===== src/core/tacc_pkg.sv =====
// Shared constants for the thermal alert configuration control block.
package tacc_pkg;
    // Register pointers seen by the serial front end.
    localparam logic [7:0] ADDR_CONFIG = 8'h01;
    localparam logic [7:0] ADDR_UPPER = 8'h02;
    localparam logic [7:0] ADDR_LOWER = 8'h03;
    localparam logic [7:0] ADDR_CRIT = 8'h04;
    localparam logic [7:0] ADDR_TEMP = 8'h05;

    // Configuration register bit positions.
    localparam int CFG_CRIT_LOCK = 7;
    localparam int CFG_WIN_LOCK = 6;
    localparam int CFG_CLEAR = 5;
    localparam int CFG_STATUS = 4;
    localparam int CFG_OUT_EN = 3;
    localparam int CFG_CRIT_ONLY = 2;
    localparam int CFG_POLARITY = 1;
    localparam int CFG_MODE = 0;
    localparam int CFG_SHUTDOWN = 8;
    localparam int CFG_HYS_LO = 9;
    localparam int CFG_HYS_HI = 10;

    // Temperature register trip status positions.
    localparam int TEMP_BELOW = 13;
    localparam int TEMP_ABOVE = 14;
    localparam int TEMP_CRIT = 15;

    // Trip thresholds keep bits 12:2; the rest read as zero.
    localparam int TRIP_MSB = 12;
    localparam int TRIP_LSB = 2;
    localparam int TEMP_W = 13;

    // Hysteresis in temperature-word units, where bit 0 weighs 0.0625 C.
    localparam logic [TEMP_W-1:0] HYS_NONE = 13'h0000;
    localparam logic [TEMP_W-1:0] HYS_1P5C = 13'h0018;
    localparam logic [TEMP_W-1:0] HYS_3C = 13'h0030;
    localparam logic [TEMP_W-1:0] HYS_6C = 13'h0060;

    localparam logic [15:0] REG_ZERO = 16'h0000;
    localparam int TRIP_N = 3;
    localparam int TRIP_BELOW_IDX = 0;
    localparam int TRIP_ABOVE_IDX = 1;
    localparam int TRIP_CRIT_IDX = 2;
endpackage


===== src/core/tacc_trip_if.sv =====
// Carrier between the control block and one trip comparator.
`timescale 1ns/1ps
interface tacc_trip_if;
    import tacc_pkg::*;
    logic signed [TEMP_W-1:0] temp;
    logic signed [TEMP_W-1:0] threshold;
    logic [TEMP_W-1:0] hysteresis;
    logic sample;
    logic low_side;
    logic status;

    modport ctrl (output temp, output threshold, output hysteresis, output sample,
                  output low_side, input status);
    modport trip (input temp, input threshold, input hysteresis, input sample,
                  input low_side, output status);
endinterface


===== src/core/tacc_trip.sv =====
// One trip status bit with hysteresis around its threshold.
`timescale 1ns/1ps
module tacc_trip
    import tacc_pkg::*;
(
    input wire logic clk_i,        // System clock.
    input wire logic rst_b_i,      // Power-on reset, active low.
    tacc_trip_if.trip trip_if      // Comparator inputs and status.
);
    logic status_q;
    logic signed [TEMP_W:0] temp_x;
    logic signed [TEMP_W:0] thr_x;
    logic signed [TEMP_W:0] thr_hys;

    // One extra bit keeps threshold minus hysteresis from wrapping.
    assign temp_x = {trip_if.temp[TEMP_W-1], trip_if.temp};
    assign thr_x = {trip_if.threshold[TEMP_W-1], trip_if.threshold};
    assign thr_hys = thr_x - $signed({1'b0, trip_if.hysteresis});
    assign trip_if.status = status_q;

    always_ff @(posedge clk_i) begin
        if (!rst_b_i) begin
            status_q <= 1'b0;
        end else if (trip_if.sample) begin
            if (trip_if.low_side) begin
                if (temp_x >= thr_x) begin
                    status_q <= 1'b0;
                end else if (temp_x <= thr_hys) begin
                    status_q <= 1'b1;
                end
            end else begin
                if (temp_x > thr_x) begin
                    status_q <= 1'b1;
                end else if (temp_x <= thr_hys) begin
                    status_q <= 1'b0;
                end
            end
        end
    end
endmodule


===== src/core/tacc_config.sv =====
// Configuration register, trip registers and alert pin control.
`timescale 1ns/1ps
module tacc_config
    import tacc_pkg::*;
(
    input wire logic clk_i,                    // System clock, 200 MHz.
    input wire logic rst_b_i,                  // Power-on reset, active low.
    input wire logic reg_wr_i,                 // Register write strobe.
    input wire logic reg_rd_i,                 // Register read strobe.
    input wire logic [7:0] reg_addr_i,         // Register pointer.
    input wire logic [15:0] reg_wdata_i,       // Write data.
    output logic [15:0] reg_rdata_o,           // Read data, valid after a read.
    input wire logic temp_valid_i,             // New conversion result strobe.
    input wire logic [TEMP_W-1:0] temp_i,      // Conversion result, two's complement.
    output logic shutdown_o,                   // Sensor shutdown request.
    output logic alert_o,                      // Alert pin output level.
    output logic alert_oe_o                    // Alert pin drive enable.
);
    logic crit_lock_q;
    logic win_lock_q;
    logic out_en_q;
    logic crit_only_q;
    logic polarity_q;
    logic mode_q;
    logic shutdown_q;
    logic [1:0] hys_sel_q;
    logic [TRIP_MSB:TRIP_LSB] upper_q;
    logic [TRIP_MSB:TRIP_LSB] lower_q;
    logic [TRIP_MSB:TRIP_LSB] crit_q;
    logic [TEMP_W-1:0] temp_q;
    logic latch_q;
    logic cond_prev_q;
    logic asserted_q;
    logic [15:0] rdata_q;
    logic alert_q;
    logic alert_oe_q;

    logic any_lock;
    logic wr_cfg;
    logic clear_req;
    logic sample;
    logic cond;
    logic asserted_d;
    logic [TEMP_W-1:0] hys_amt;
    logic [TRIP_N-1:0] trip_status;
    logic [15:0] cfg_read;
    logic [15:0] temp_read;
    logic [15:0] upper_read;
    logic [15:0] lower_read;
    logic [15:0] crit_read;
    logic wr_upper;
    logic wr_lower;
    logic wr_crit;
    logic wr_ctrl;
    logic cond_rise;
    logic alert_oe_d;

    assign any_lock = crit_lock_q | win_lock_q;
    assign wr_cfg = reg_wr_i && (reg_addr_i == ADDR_CONFIG);
    assign clear_req = wr_cfg && reg_wdata_i[CFG_CLEAR];
    assign sample = temp_valid_i && !shutdown_q;
    assign wr_ctrl = wr_cfg && !any_lock;
    assign wr_upper = reg_wr_i && (reg_addr_i == ADDR_UPPER) && !win_lock_q;
    assign wr_lower = reg_wr_i && (reg_addr_i == ADDR_LOWER) && !win_lock_q;
    assign wr_crit = reg_wr_i && (reg_addr_i == ADDR_CRIT) && !crit_lock_q;

    always_comb begin
        case (hys_sel_q)
            2'b00: hys_amt = HYS_NONE;
            2'b01: hys_amt = HYS_1P5C;
            2'b10: hys_amt = HYS_3C;
            2'b11: hys_amt = HYS_6C;
            default: hys_amt = HYS_NONE;
        endcase
    end

    always_ff @(posedge clk_i) begin
        if (!rst_b_i) begin
            crit_lock_q <= 1'b0;
        end else if (wr_cfg) begin
            crit_lock_q <= crit_lock_q | reg_wdata_i[CFG_CRIT_LOCK];
        end
    end

    always_ff @(posedge clk_i) begin
        if (!rst_b_i) begin
            win_lock_q <= 1'b0;
        end else if (wr_cfg) begin
            win_lock_q <= win_lock_q | reg_wdata_i[CFG_WIN_LOCK];
        end
    end

    always_ff @(posedge clk_i) begin
        if (!rst_b_i) begin
            out_en_q <= 1'b0;
            crit_only_q <= 1'b0;
            polarity_q <= 1'b0;
            mode_q <= 1'b0;
            hys_sel_q <= 2'b00;
        end else if (wr_ctrl) begin
            out_en_q <= reg_wdata_i[CFG_OUT_EN];
            crit_only_q <= reg_wdata_i[CFG_CRIT_ONLY];
            polarity_q <= reg_wdata_i[CFG_POLARITY];
            mode_q <= reg_wdata_i[CFG_MODE];
            hys_sel_q <= reg_wdata_i[CFG_HYS_HI:CFG_HYS_LO];
        end
    end

    always_ff @(posedge clk_i) begin
        if (!rst_b_i) begin
            shutdown_q <= 1'b0;
        end else if (wr_cfg) begin
            if (!reg_wdata_i[CFG_SHUTDOWN] || !any_lock) begin
                shutdown_q <= reg_wdata_i[CFG_SHUTDOWN];
            end
        end
    end

    // Trip threshold registers; the temperature register is read-only.
    always_ff @(posedge clk_i) begin
        if (!rst_b_i) begin
            upper_q <= '0;
        end else if (wr_upper) begin
            upper_q <= reg_wdata_i[TRIP_MSB:TRIP_LSB];
        end
    end

    always_ff @(posedge clk_i) begin
        if (!rst_b_i) begin
            lower_q <= '0;
        end else if (wr_lower) begin
            lower_q <= reg_wdata_i[TRIP_MSB:TRIP_LSB];
        end
    end

    always_ff @(posedge clk_i) begin
        if (!rst_b_i) begin
            crit_q <= '0;
        end else if (wr_crit) begin
            crit_q <= reg_wdata_i[TRIP_MSB:TRIP_LSB];
        end
    end

    // Holding the last sample while shut down keeps the temperature reading stable.
    always_ff @(posedge clk_i) begin
        if (!rst_b_i) begin
            temp_q <= '0;
        end else if (sample) begin
            temp_q <= temp_i;
        end
    end

    // Each comparator looks at the same sample it will judge.
    genvar gi;
    generate
        for (gi = 0; gi < TRIP_N; gi++) begin : g_trip
            tacc_trip_if tif ();
            logic [TRIP_MSB:TRIP_LSB] thr;
            if (gi == TRIP_BELOW_IDX) begin : g_lo
                assign thr = lower_q;
            end else if (gi == TRIP_ABOVE_IDX) begin : g_up
                assign thr = upper_q;
            end else begin : g_cr
                assign thr = crit_q;
            end
            assign tif.temp = $signed(temp_i);
            assign tif.threshold = $signed({thr, 2'b00});
            assign tif.hysteresis = hys_amt;
            assign tif.sample = sample;
            assign tif.low_side = (gi == TRIP_BELOW_IDX);
            assign trip_status[gi] = tif.status;
            tacc_trip u_trip (
                .clk_i(clk_i),
                .rst_b_i(rst_b_i),
                .trip_if(tif)
            );
        end
    endgenerate

    assign cond = trip_status[TRIP_CRIT_IDX] |
                  (!crit_only_q & (trip_status[TRIP_ABOVE_IDX] | trip_status[TRIP_BELOW_IDX]));

    // Only a fresh condition latches, so a lasting one cannot raise a cleared alert again.
    assign cond_rise = cond && !cond_prev_q;

    // A new rising condition wins over a clear in the same cycle.
    // latched interrupt
    always_ff @(posedge clk_i) begin
        if (!rst_b_i) begin
            latch_q <= 1'b0;
            cond_prev_q <= 1'b0;
        end else begin
            cond_prev_q <= cond;
            if (!mode_q) begin
                latch_q <= 1'b0;
            end else if (cond_rise) begin
                latch_q <= 1'b1;
            end else if (clear_req) begin
                latch_q <= 1'b0;
            end
        end
    end

    assign asserted_d = out_en_q & (mode_q ? latch_q : cond);

    // polarity
    // Open drain: active low drives 0 when asserted, active high drives 0 when idle.
    assign alert_oe_d = polarity_q ? !asserted_d : asserted_d;

    always_ff @(posedge clk_i) begin
        if (!rst_b_i) begin
            asserted_q <= 1'b0;
            alert_q <= 1'b0;
            alert_oe_q <= 1'b0;
        end else begin
            asserted_q <= asserted_d;
            alert_q <= 1'b0;
            alert_oe_q <= alert_oe_d;
        end
    end

    always_comb begin
        cfg_read = REG_ZERO;
        cfg_read[CFG_CRIT_LOCK] = crit_lock_q;
        cfg_read[CFG_WIN_LOCK] = win_lock_q;
        cfg_read[CFG_STATUS] = asserted_q;
        cfg_read[CFG_OUT_EN] = out_en_q;
        cfg_read[CFG_CRIT_ONLY] = crit_only_q;
        cfg_read[CFG_POLARITY] = polarity_q;
        cfg_read[CFG_MODE] = mode_q;
        cfg_read[CFG_SHUTDOWN] = shutdown_q;
        cfg_read[CFG_HYS_HI:CFG_HYS_LO] = hys_sel_q;
    end

    always_comb begin
        temp_read = REG_ZERO;
        temp_read[TEMP_W-1:1] = temp_q[TEMP_W-1:1];
        temp_read[TEMP_BELOW] = trip_status[TRIP_BELOW_IDX];
        temp_read[TEMP_ABOVE] = trip_status[TRIP_ABOVE_IDX];
        temp_read[TEMP_CRIT] = trip_status[TRIP_CRIT_IDX];
    end

    // Trip registers read back with their unused bits forced to zero.
    always_comb begin
        upper_read = REG_ZERO;
        lower_read = REG_ZERO;
        crit_read = REG_ZERO;
        upper_read[TRIP_MSB:TRIP_LSB] = upper_q;
        lower_read[TRIP_MSB:TRIP_LSB] = lower_q;
        crit_read[TRIP_MSB:TRIP_LSB] = crit_q;
    end

    always_ff @(posedge clk_i) begin
        if (!rst_b_i) begin
            rdata_q <= REG_ZERO;
        end else if (reg_rd_i) begin
            case (reg_addr_i)
                ADDR_CONFIG: rdata_q <= cfg_read;
                ADDR_UPPER: rdata_q <= upper_read;
                ADDR_LOWER: rdata_q <= lower_read;
                ADDR_CRIT: rdata_q <= crit_read;
                ADDR_TEMP: rdata_q <= temp_read;
                default: rdata_q <= REG_ZERO;
            endcase
        end
    end

    assign reg_rdata_o = rdata_q;
    assign shutdown_o = shutdown_q;
    assign alert_o = alert_q;
    assign alert_oe_o = alert_oe_q;
endmodule


===== config.mk =====
export PLATFORM = sky130hd
export DESIGN_NAME = tacc_config
export DESIGN_NICKNAME = d
export VERILOG_FILES = /design/src/core/tacc_pkg.sv /design/src/core/tacc_trip_if.sv /design/src/core/tacc_trip.sv /design/src/core/tacc_config.sv
export SDC_FILE = /design/constraint.sdc
export NUM_CORES = 1
export LEC_CHECK = 0
export BUFFER_PORTS_ARGS = -buffer_cell sky130_fd_sc_hd__buf_2
export CAP_MARGIN = 25
export CORE_MARGIN = 5
export CORE_UTILIZATION = 64
export CTS_CLUSTER_SIZE = 12
export DETAILED_ROUTE_END_ITERATION = 10
export GPL_ROUTABILITY_DRIVEN = 1
export GPL_TIMING_DRIVEN = 0
export PLACE_DENSITY = 0.95
export SYNTH_ARGS = -nofsm -noshare
export SYNTH_HDL_FRONTEND = slang
export SYNTH_SLANG_ARGS = --single-unit

===== constraint.sdc =====
create_clock -name clk_i -period 8.4 [get_ports clk_i]
set_input_delay 1.68 -clock clk_i [delete_from_list [all_inputs] [get_ports clk_i]]
set_output_delay 1.68 -clock clk_i [all_outputs]
set_load 0.05 [all_outputs]

== After elaboration in Yosys (flattened, before gate mapping) ==
Index checks and enable logic that the tools add are counted.
Operators by class
  $add $sub $neg: 3
  magnitude comparators: 6
  equality and inequality tests: 8
  mux-type cells: 12
  bitwise operators: 7
  reductions and logical operators: 30
Operators by type and width (count)
  $pmux W16 S5: 1
  $pmux W13 S4: 1
  $le A13 B14 Y1: 3
  $sub A13 B14 Y14: 3
  $gt A13 B13 Y1: 2
  $eq A8 B2 Y1 const B: 2
  $eq A8 B3 Y1 const B: 2
  $ge A13 B13 Y1: 1
  $logic_and A1 B1 Y1: 11
  $mux W1: 10
  $reduce_and A2 Y1: 5
  $eq A8 B1 Y1 const B: 1
  $logic_not A1 Y1: 8
  $reduce_bool A2 Y1: 4
  $or A1 B1 Y1: 5
  $eq A2 B2 Y1 const B: 2
  $and A1 B1 Y1: 2
  $eq A2 B1 Y1 const B: 1
  $logic_not A2 Y1: 1
  $logic_or A1 B1 Y1: 1
Word-level totals
  bits in registers: 78
  input bits: 42
  output and inout bits: 19
  word-level logic and storage cells: 86

== Longest topological paths before layout ==
  depth in word-level cells: 7
  mapped depth: 17
  gate-level depth less buffers: 17

== Modules after synthesis ==
From an unflattened synthesis, not the netlist that was laid out.
Second synthesis, totals
  cell total of the unflattened synthesis: 878
  area total of the unflattened synthesis: 7379.6 um^2
Modules (own cells, without submodules)
  tacc_config: times used 1, cells each 334, area an instance 3304.4 um^2, seq. area each 1481.4 um^2
  tacc_trip at g_trip[2].u_trip: times used 1, cells each 185, area an instance 1377.6 um^2, seq. area each 20.0 um^2
  tacc_trip at g_trip[1].u_trip: times used 1, cells each 183, area an instance 1371.3 um^2, seq. area each 20.0 um^2
  tacc_trip at g_trip[0].u_trip: times used 1, cells each 176, area an instance 1326.3 um^2, seq. area each 20.0 um^2

== Worst setup path after synthesis ==
Ideal clock, no wire load.
  path type: input-to-reg
  start: input port reg_addr_i[5]
  end: register shutdown_q, in the netlist shutdown_o
  library setup time: 0.091 ns
  arrival: 3.525 ns
  data required time: 8.309 ns
  setup slack: 4.784 ns
  stages: 7
  path buffers: 1
  path through: or4_4 > or3_1 > buf_6 > nor3b_4 > nand3b_4 > nor2b_4 > a311oi_1
On the way
  cells in the longest elaborated chain, start to end: 3
Ends and longest elaborated chain
  from (decl): RTL line tacc_config.sv:10  | input wire logic [7:0] reg_addr_i,
  $eq A8 B1 Y1: RTL line tacc_config.sv:59  | assign wr_cfg = reg_wr_i && (reg_addr_i == ADDR_CONFIG);
  $logic_and A1 B1 Y1: RTL line tacc_config.sv:59
  $reduce_and A2 Y1 (no source line)
  to (signal assigned): RTL line tacc_config.sv:114  | shutdown_q <= reg_wdata_i[CFG_SHUTDOWN];
  to (decl): RTL line tacc_config.sv:25  | logic shutdown_q;
Every way passes these cells.
A chain may end at the register's enable or synchronous reset.

== Worst setup path after layout ==
  start: register hys_sel_q[0]
  end: register g_trip[1].u_trip.status_q
On the way
  cells in the longest elaborated chain, start to end: 6
  elaborated cells on any way between the ends: 9
  classes of those cells: 1 x add/sub; 1 x order compare; 3 x eq/ne; 1 x mux; 3 x reduce/logical
Ends and longest elaborated chain
  from (decl): RTL line tacc_config.sv:26  | logic [1:0] hys_sel_q;
  from (signal assigned): RTL line tacc_config.sv:105  | hys_sel_q <= reg_wdata_i[CFG_HYS_HI:CFG_HYS_LO];
  $eq A2 B2 Y1 (tied with other cells): RTL line tacc_config.sv:68  | case (hys_sel_q)
  $pmux W13 S4 (*): RTL line tacc_config.sv:68
  $sub A13 B14 Y14 (*): RTL line tacc_trip.sv:18  | assign thr_hys = thr_x - $signed({1'b0, trip_if.hysteresis});
  $le A13 B14 Y1 (*)
  $reduce_bool A2 Y1 (no source line) (*)
  $reduce_and A2 Y1 (no source line) (*)
  to (signal assigned): RTL line tacc_trip.sv:23  | status_q <= 1'b0;
  to (signal assigned): RTL line tacc_trip.sv:27  | status_q <= 1'b0;
  to (signal assigned): RTL line tacc_trip.sv:29  | status_q <= 1'b1;
  to (decl): RTL line tacc_trip.sv:10  | logic status_q;
Mark *: on every way between the ends. The rest lies on a longest branch, timed or not. The select of a mux whose other input is x is not followed.

==> out/results.ini <==
[finish]
layout-drive-gt1-share_pct=11.1
area_growth_pct=10.9
n_fill_cell=596
diodes=0
fin_nets=876

[clock_network]
htree_levels=3
cts_resized=0
cts.sinks=77
holdBufCountCts=0
cts_made_buffers=9
cts_setup_buffers=0
cts.clk_slew.worst_paths_ps=80
cts_tree=done
insertion_delay_ps=350
cts-root-buf=clkbuf_8
cts_buffer_depth=2

[worst_setup_path]
crit_fanout=4
timing.rr.end=g_trip[1].u_trip.trip_if.status
reg2reg_depth=16
end_kind=flip-flop
required_ps=8610
ff2ff_setup_slack_ps=4150
start_kind=flip-flop
worstPathArrival_ps=4460
crit_type=reg2reg
worstReg2RegStart=hys_sel_q[0]

[hold_path]
holdPathStages=2
hold_end=temp_q[6]
hold_path.class=reg2reg
hold_start=temp_q[6]

[logic_synthesis]
synth_edf_count=0
synth_warnings=0
synth-simple-area-share_pct=20.3
syn_avg_cell_area_um2=8.05
seq_area_frac_synth_pct=28.0
synth.area.mux_share_pct=4.32
synth_area_um2=5510
synthAdderAreaFrac_pct=19.7
synth_nets=811
synth-compound-area-share_pct=18.4
async_reset_ff_share_pct=0
synthCells=684
synth_flop_cell=dfxtp_1
ys_ff_latch=77
synth_top_family_by_area=simple AND/OR/NAND/NOR gates
synth_xor_area_share_pct=3.66
synth_cell_types=60

[global_routing]
grt-ovfl-total=0
grt_usage_pct=33.1
grt_pass1_vias=5395
grt_max_degree=14
antenna_found_initial=0
grt_first_pass_wirelength_um=26700

[placement]
io_buffer_count=54
dp.final_hpwl_um=13400
post-place-ws_ps=4250
gp_congestion=1.03

[drt]
via_per_inst=6.38
drt-initial-drc-count=510
routedWlPerCell_um=19.7
ant_nets=0
drc=0
drt_first_pass_iters=5
vias=5477
routed_wirelength_um=16900

[floorplan]
die_height_um=103
start_util_pct=66.4
die_area_um2=10600
io_pins=61
fp.dieW_um=103
core-area_um2=8300
rows=33

[sta]
rsz0062_at_grt=no
worstMarginPinSlew_ps=737
final_hold_viol_count=0
fmax_mhz=235
slew_viol_final=0
setup_slack_ps=4150
setup-violations-final=0
finClkSkew_ps=6.73
slew_headroom_pct=50.9
period_needed_ps=4250
timing.setup.tns_ps=0
fin_crit_sh_pct=50.6

[pwr]
power_density_nw_per_um2=127
cellLeakagePower_nw=2.52
p_total_uw=777
vdd_drop_max_v=0.000138

[job]
drv_cap=0

[run_status]
status=complete, no violations

[layout make-up]
class,count,area [um^2],share of cell area (%)
multi-input combinational,531,3660,59.9
sequential,77,1540,25.2
timing repair buffer,54,270,4.42
inverter,46,173,2.83
clock buffer,11,141,2.31
buffer,30,135,2.21
tap,105,131,2.15
clock inverter,5,58.8,0.963
[state kept, by name (all words and copies together) (netlist names), 2 cells and up]
| signal | count |
|---|---|
| hys_sel_q | 2 |
| crit_q | 11 |
| temp_q | 12 |
| g_trip.u_trip.trip_if.status | 3 |
| reg_rdata_o | 16 |
| g_trip.thr | 22 |
[cells by family (layout without fill, tap and decap cells)]
kind of cell,count (synthesis),count (layout)
adders and majority gates,85,85
AOI/OAI and AO/OA,166,166
muxes,23,23
xor gates and xnor gates,23,23
DFF,77,77
and+or+nand+nor,233,233
buffers and inverters,76,146
other,1,1
[critical path, stage by stage, from the launching register on]
cell and delay (ps):
dfxtp_1 410, inv_1 100, ha_1 460, inv_1 150
ha_1 290, nor2b_1 120, o21ai_0 230, a21oi_1 130
or4_1 430, nor4_1 260, xnor2_1 170, ha_1 260
and3_1 200, nand4_1 150, a21oi_1 80, a2111oi_0 450
o221ai_1 210
[power breakdown]
part	total [mW]	internal [mW]	switching (mW)
registers	0.379	0.372	0.00687
logic	0.115	0.0399	0.0748
clock network	0.283	0.146	0.137
[cells in the final DEF, fill, tap and decap left out, drive strengths merged, types with 4 or more instances in the layout]
| cell type | Yosys | layout |
|---|---|---|
| nor2 | 52 | 52 |
| nor2b | 13 | 13 |
| nand2b | 11 | 11 |
| o21ai | 27 | 27 |
| nand3 | 24 | 24 |
| mux2i | 17 | 17 |
| nand2 | 88 | 88 |
| a21o | 8 | 8 |
| and3 | 7 | 7 |
| a221oi | 6 | 6 |
| xor2 | 5 | 5 |
| xnor2 | 18 | 18 |
| ha | 82 | 82 |
| nor3 | 11 | 11 |
| a22oi | 9 | 9 |
| dfxtp | 77 | 77 |
| mux2 | 6 | 6 |
| o2111ai | 4 | 4 |
| a21oi | 76 | 76 |
| a211oi | 6 | 6 |
| clkbuf | 26 | 37 |
| nand4 | 10 | 10 |
| inv | 46 | 47 |
| buf | 4 | 58 |
| a31oi | 9 | 9 |
[worst max path at each step]
stage / startpoint / end / depth (start not counted)
finish: hys_sel_q[0] / g_trip[1].u_trip.trip_if.status / 16
CTS: hys_sel_q[0] / g_trip[1].u_trip.trip_if.status / 16
global route: hys_sel_q[0] / g_trip[1].u_trip.trip_if.status / 16
global placement: hys_sel_q[0] / g_trip[1].u_trip.trip_if.status / 16
detailed placement: hys_sel_q[0] / g_trip[1].u_trip.trip_if.status / 16
floorplan: reg_addr_i[5] / shutdown_o / 7
[cells in the mapped netlist, drive strengths merged, types with 4 or more instances]
master,n,area (um^2)
nand4,10,62.6
a31oi,9,56.3
a22oi,9,67.6
a211oi,6,45.0
o21ai,27,135
buf,4,27.5
nand2,88,330
nor2b,13,88.8
mux2i,17,170
inv,46,173
nor3,11,55.1
xor2,5,43.8
a221oi,6,52.6
nor2,52,195
dfxtp,77,1540
xnor2,18,158
ha,82,1030
a21o,8,60.1
o2111ai,4,35.0
nand3,24,120
a21oi,76,380
clkbuf,26,108
and3,7,43.8
mux2,6,67.6
nand2b,11,68.8
[per-stage QoR]
step	cell area, um^2	cells	hold WS (ps)	util, %
2_1_floorplan	5510	684	436	-
3_3_place_gp	5910	843	442	71.2
3_5_place_dp	5910	843	449	71.2
4_1_cts	6110	859	461	73.6
5_1_grt	6110	859	485	73.6
6_report	6110	859	468	73.6
[metal layers]
layer	share of wire, %	GRT usage (%)	vias up
li1	-	-	2567
met3	10	7.51	69
met4	4.9	15.9	0
met2	46	54.8	299
met5	0	0	-
met1	39	40.6	2542
(Power assumes the default switching activity.)
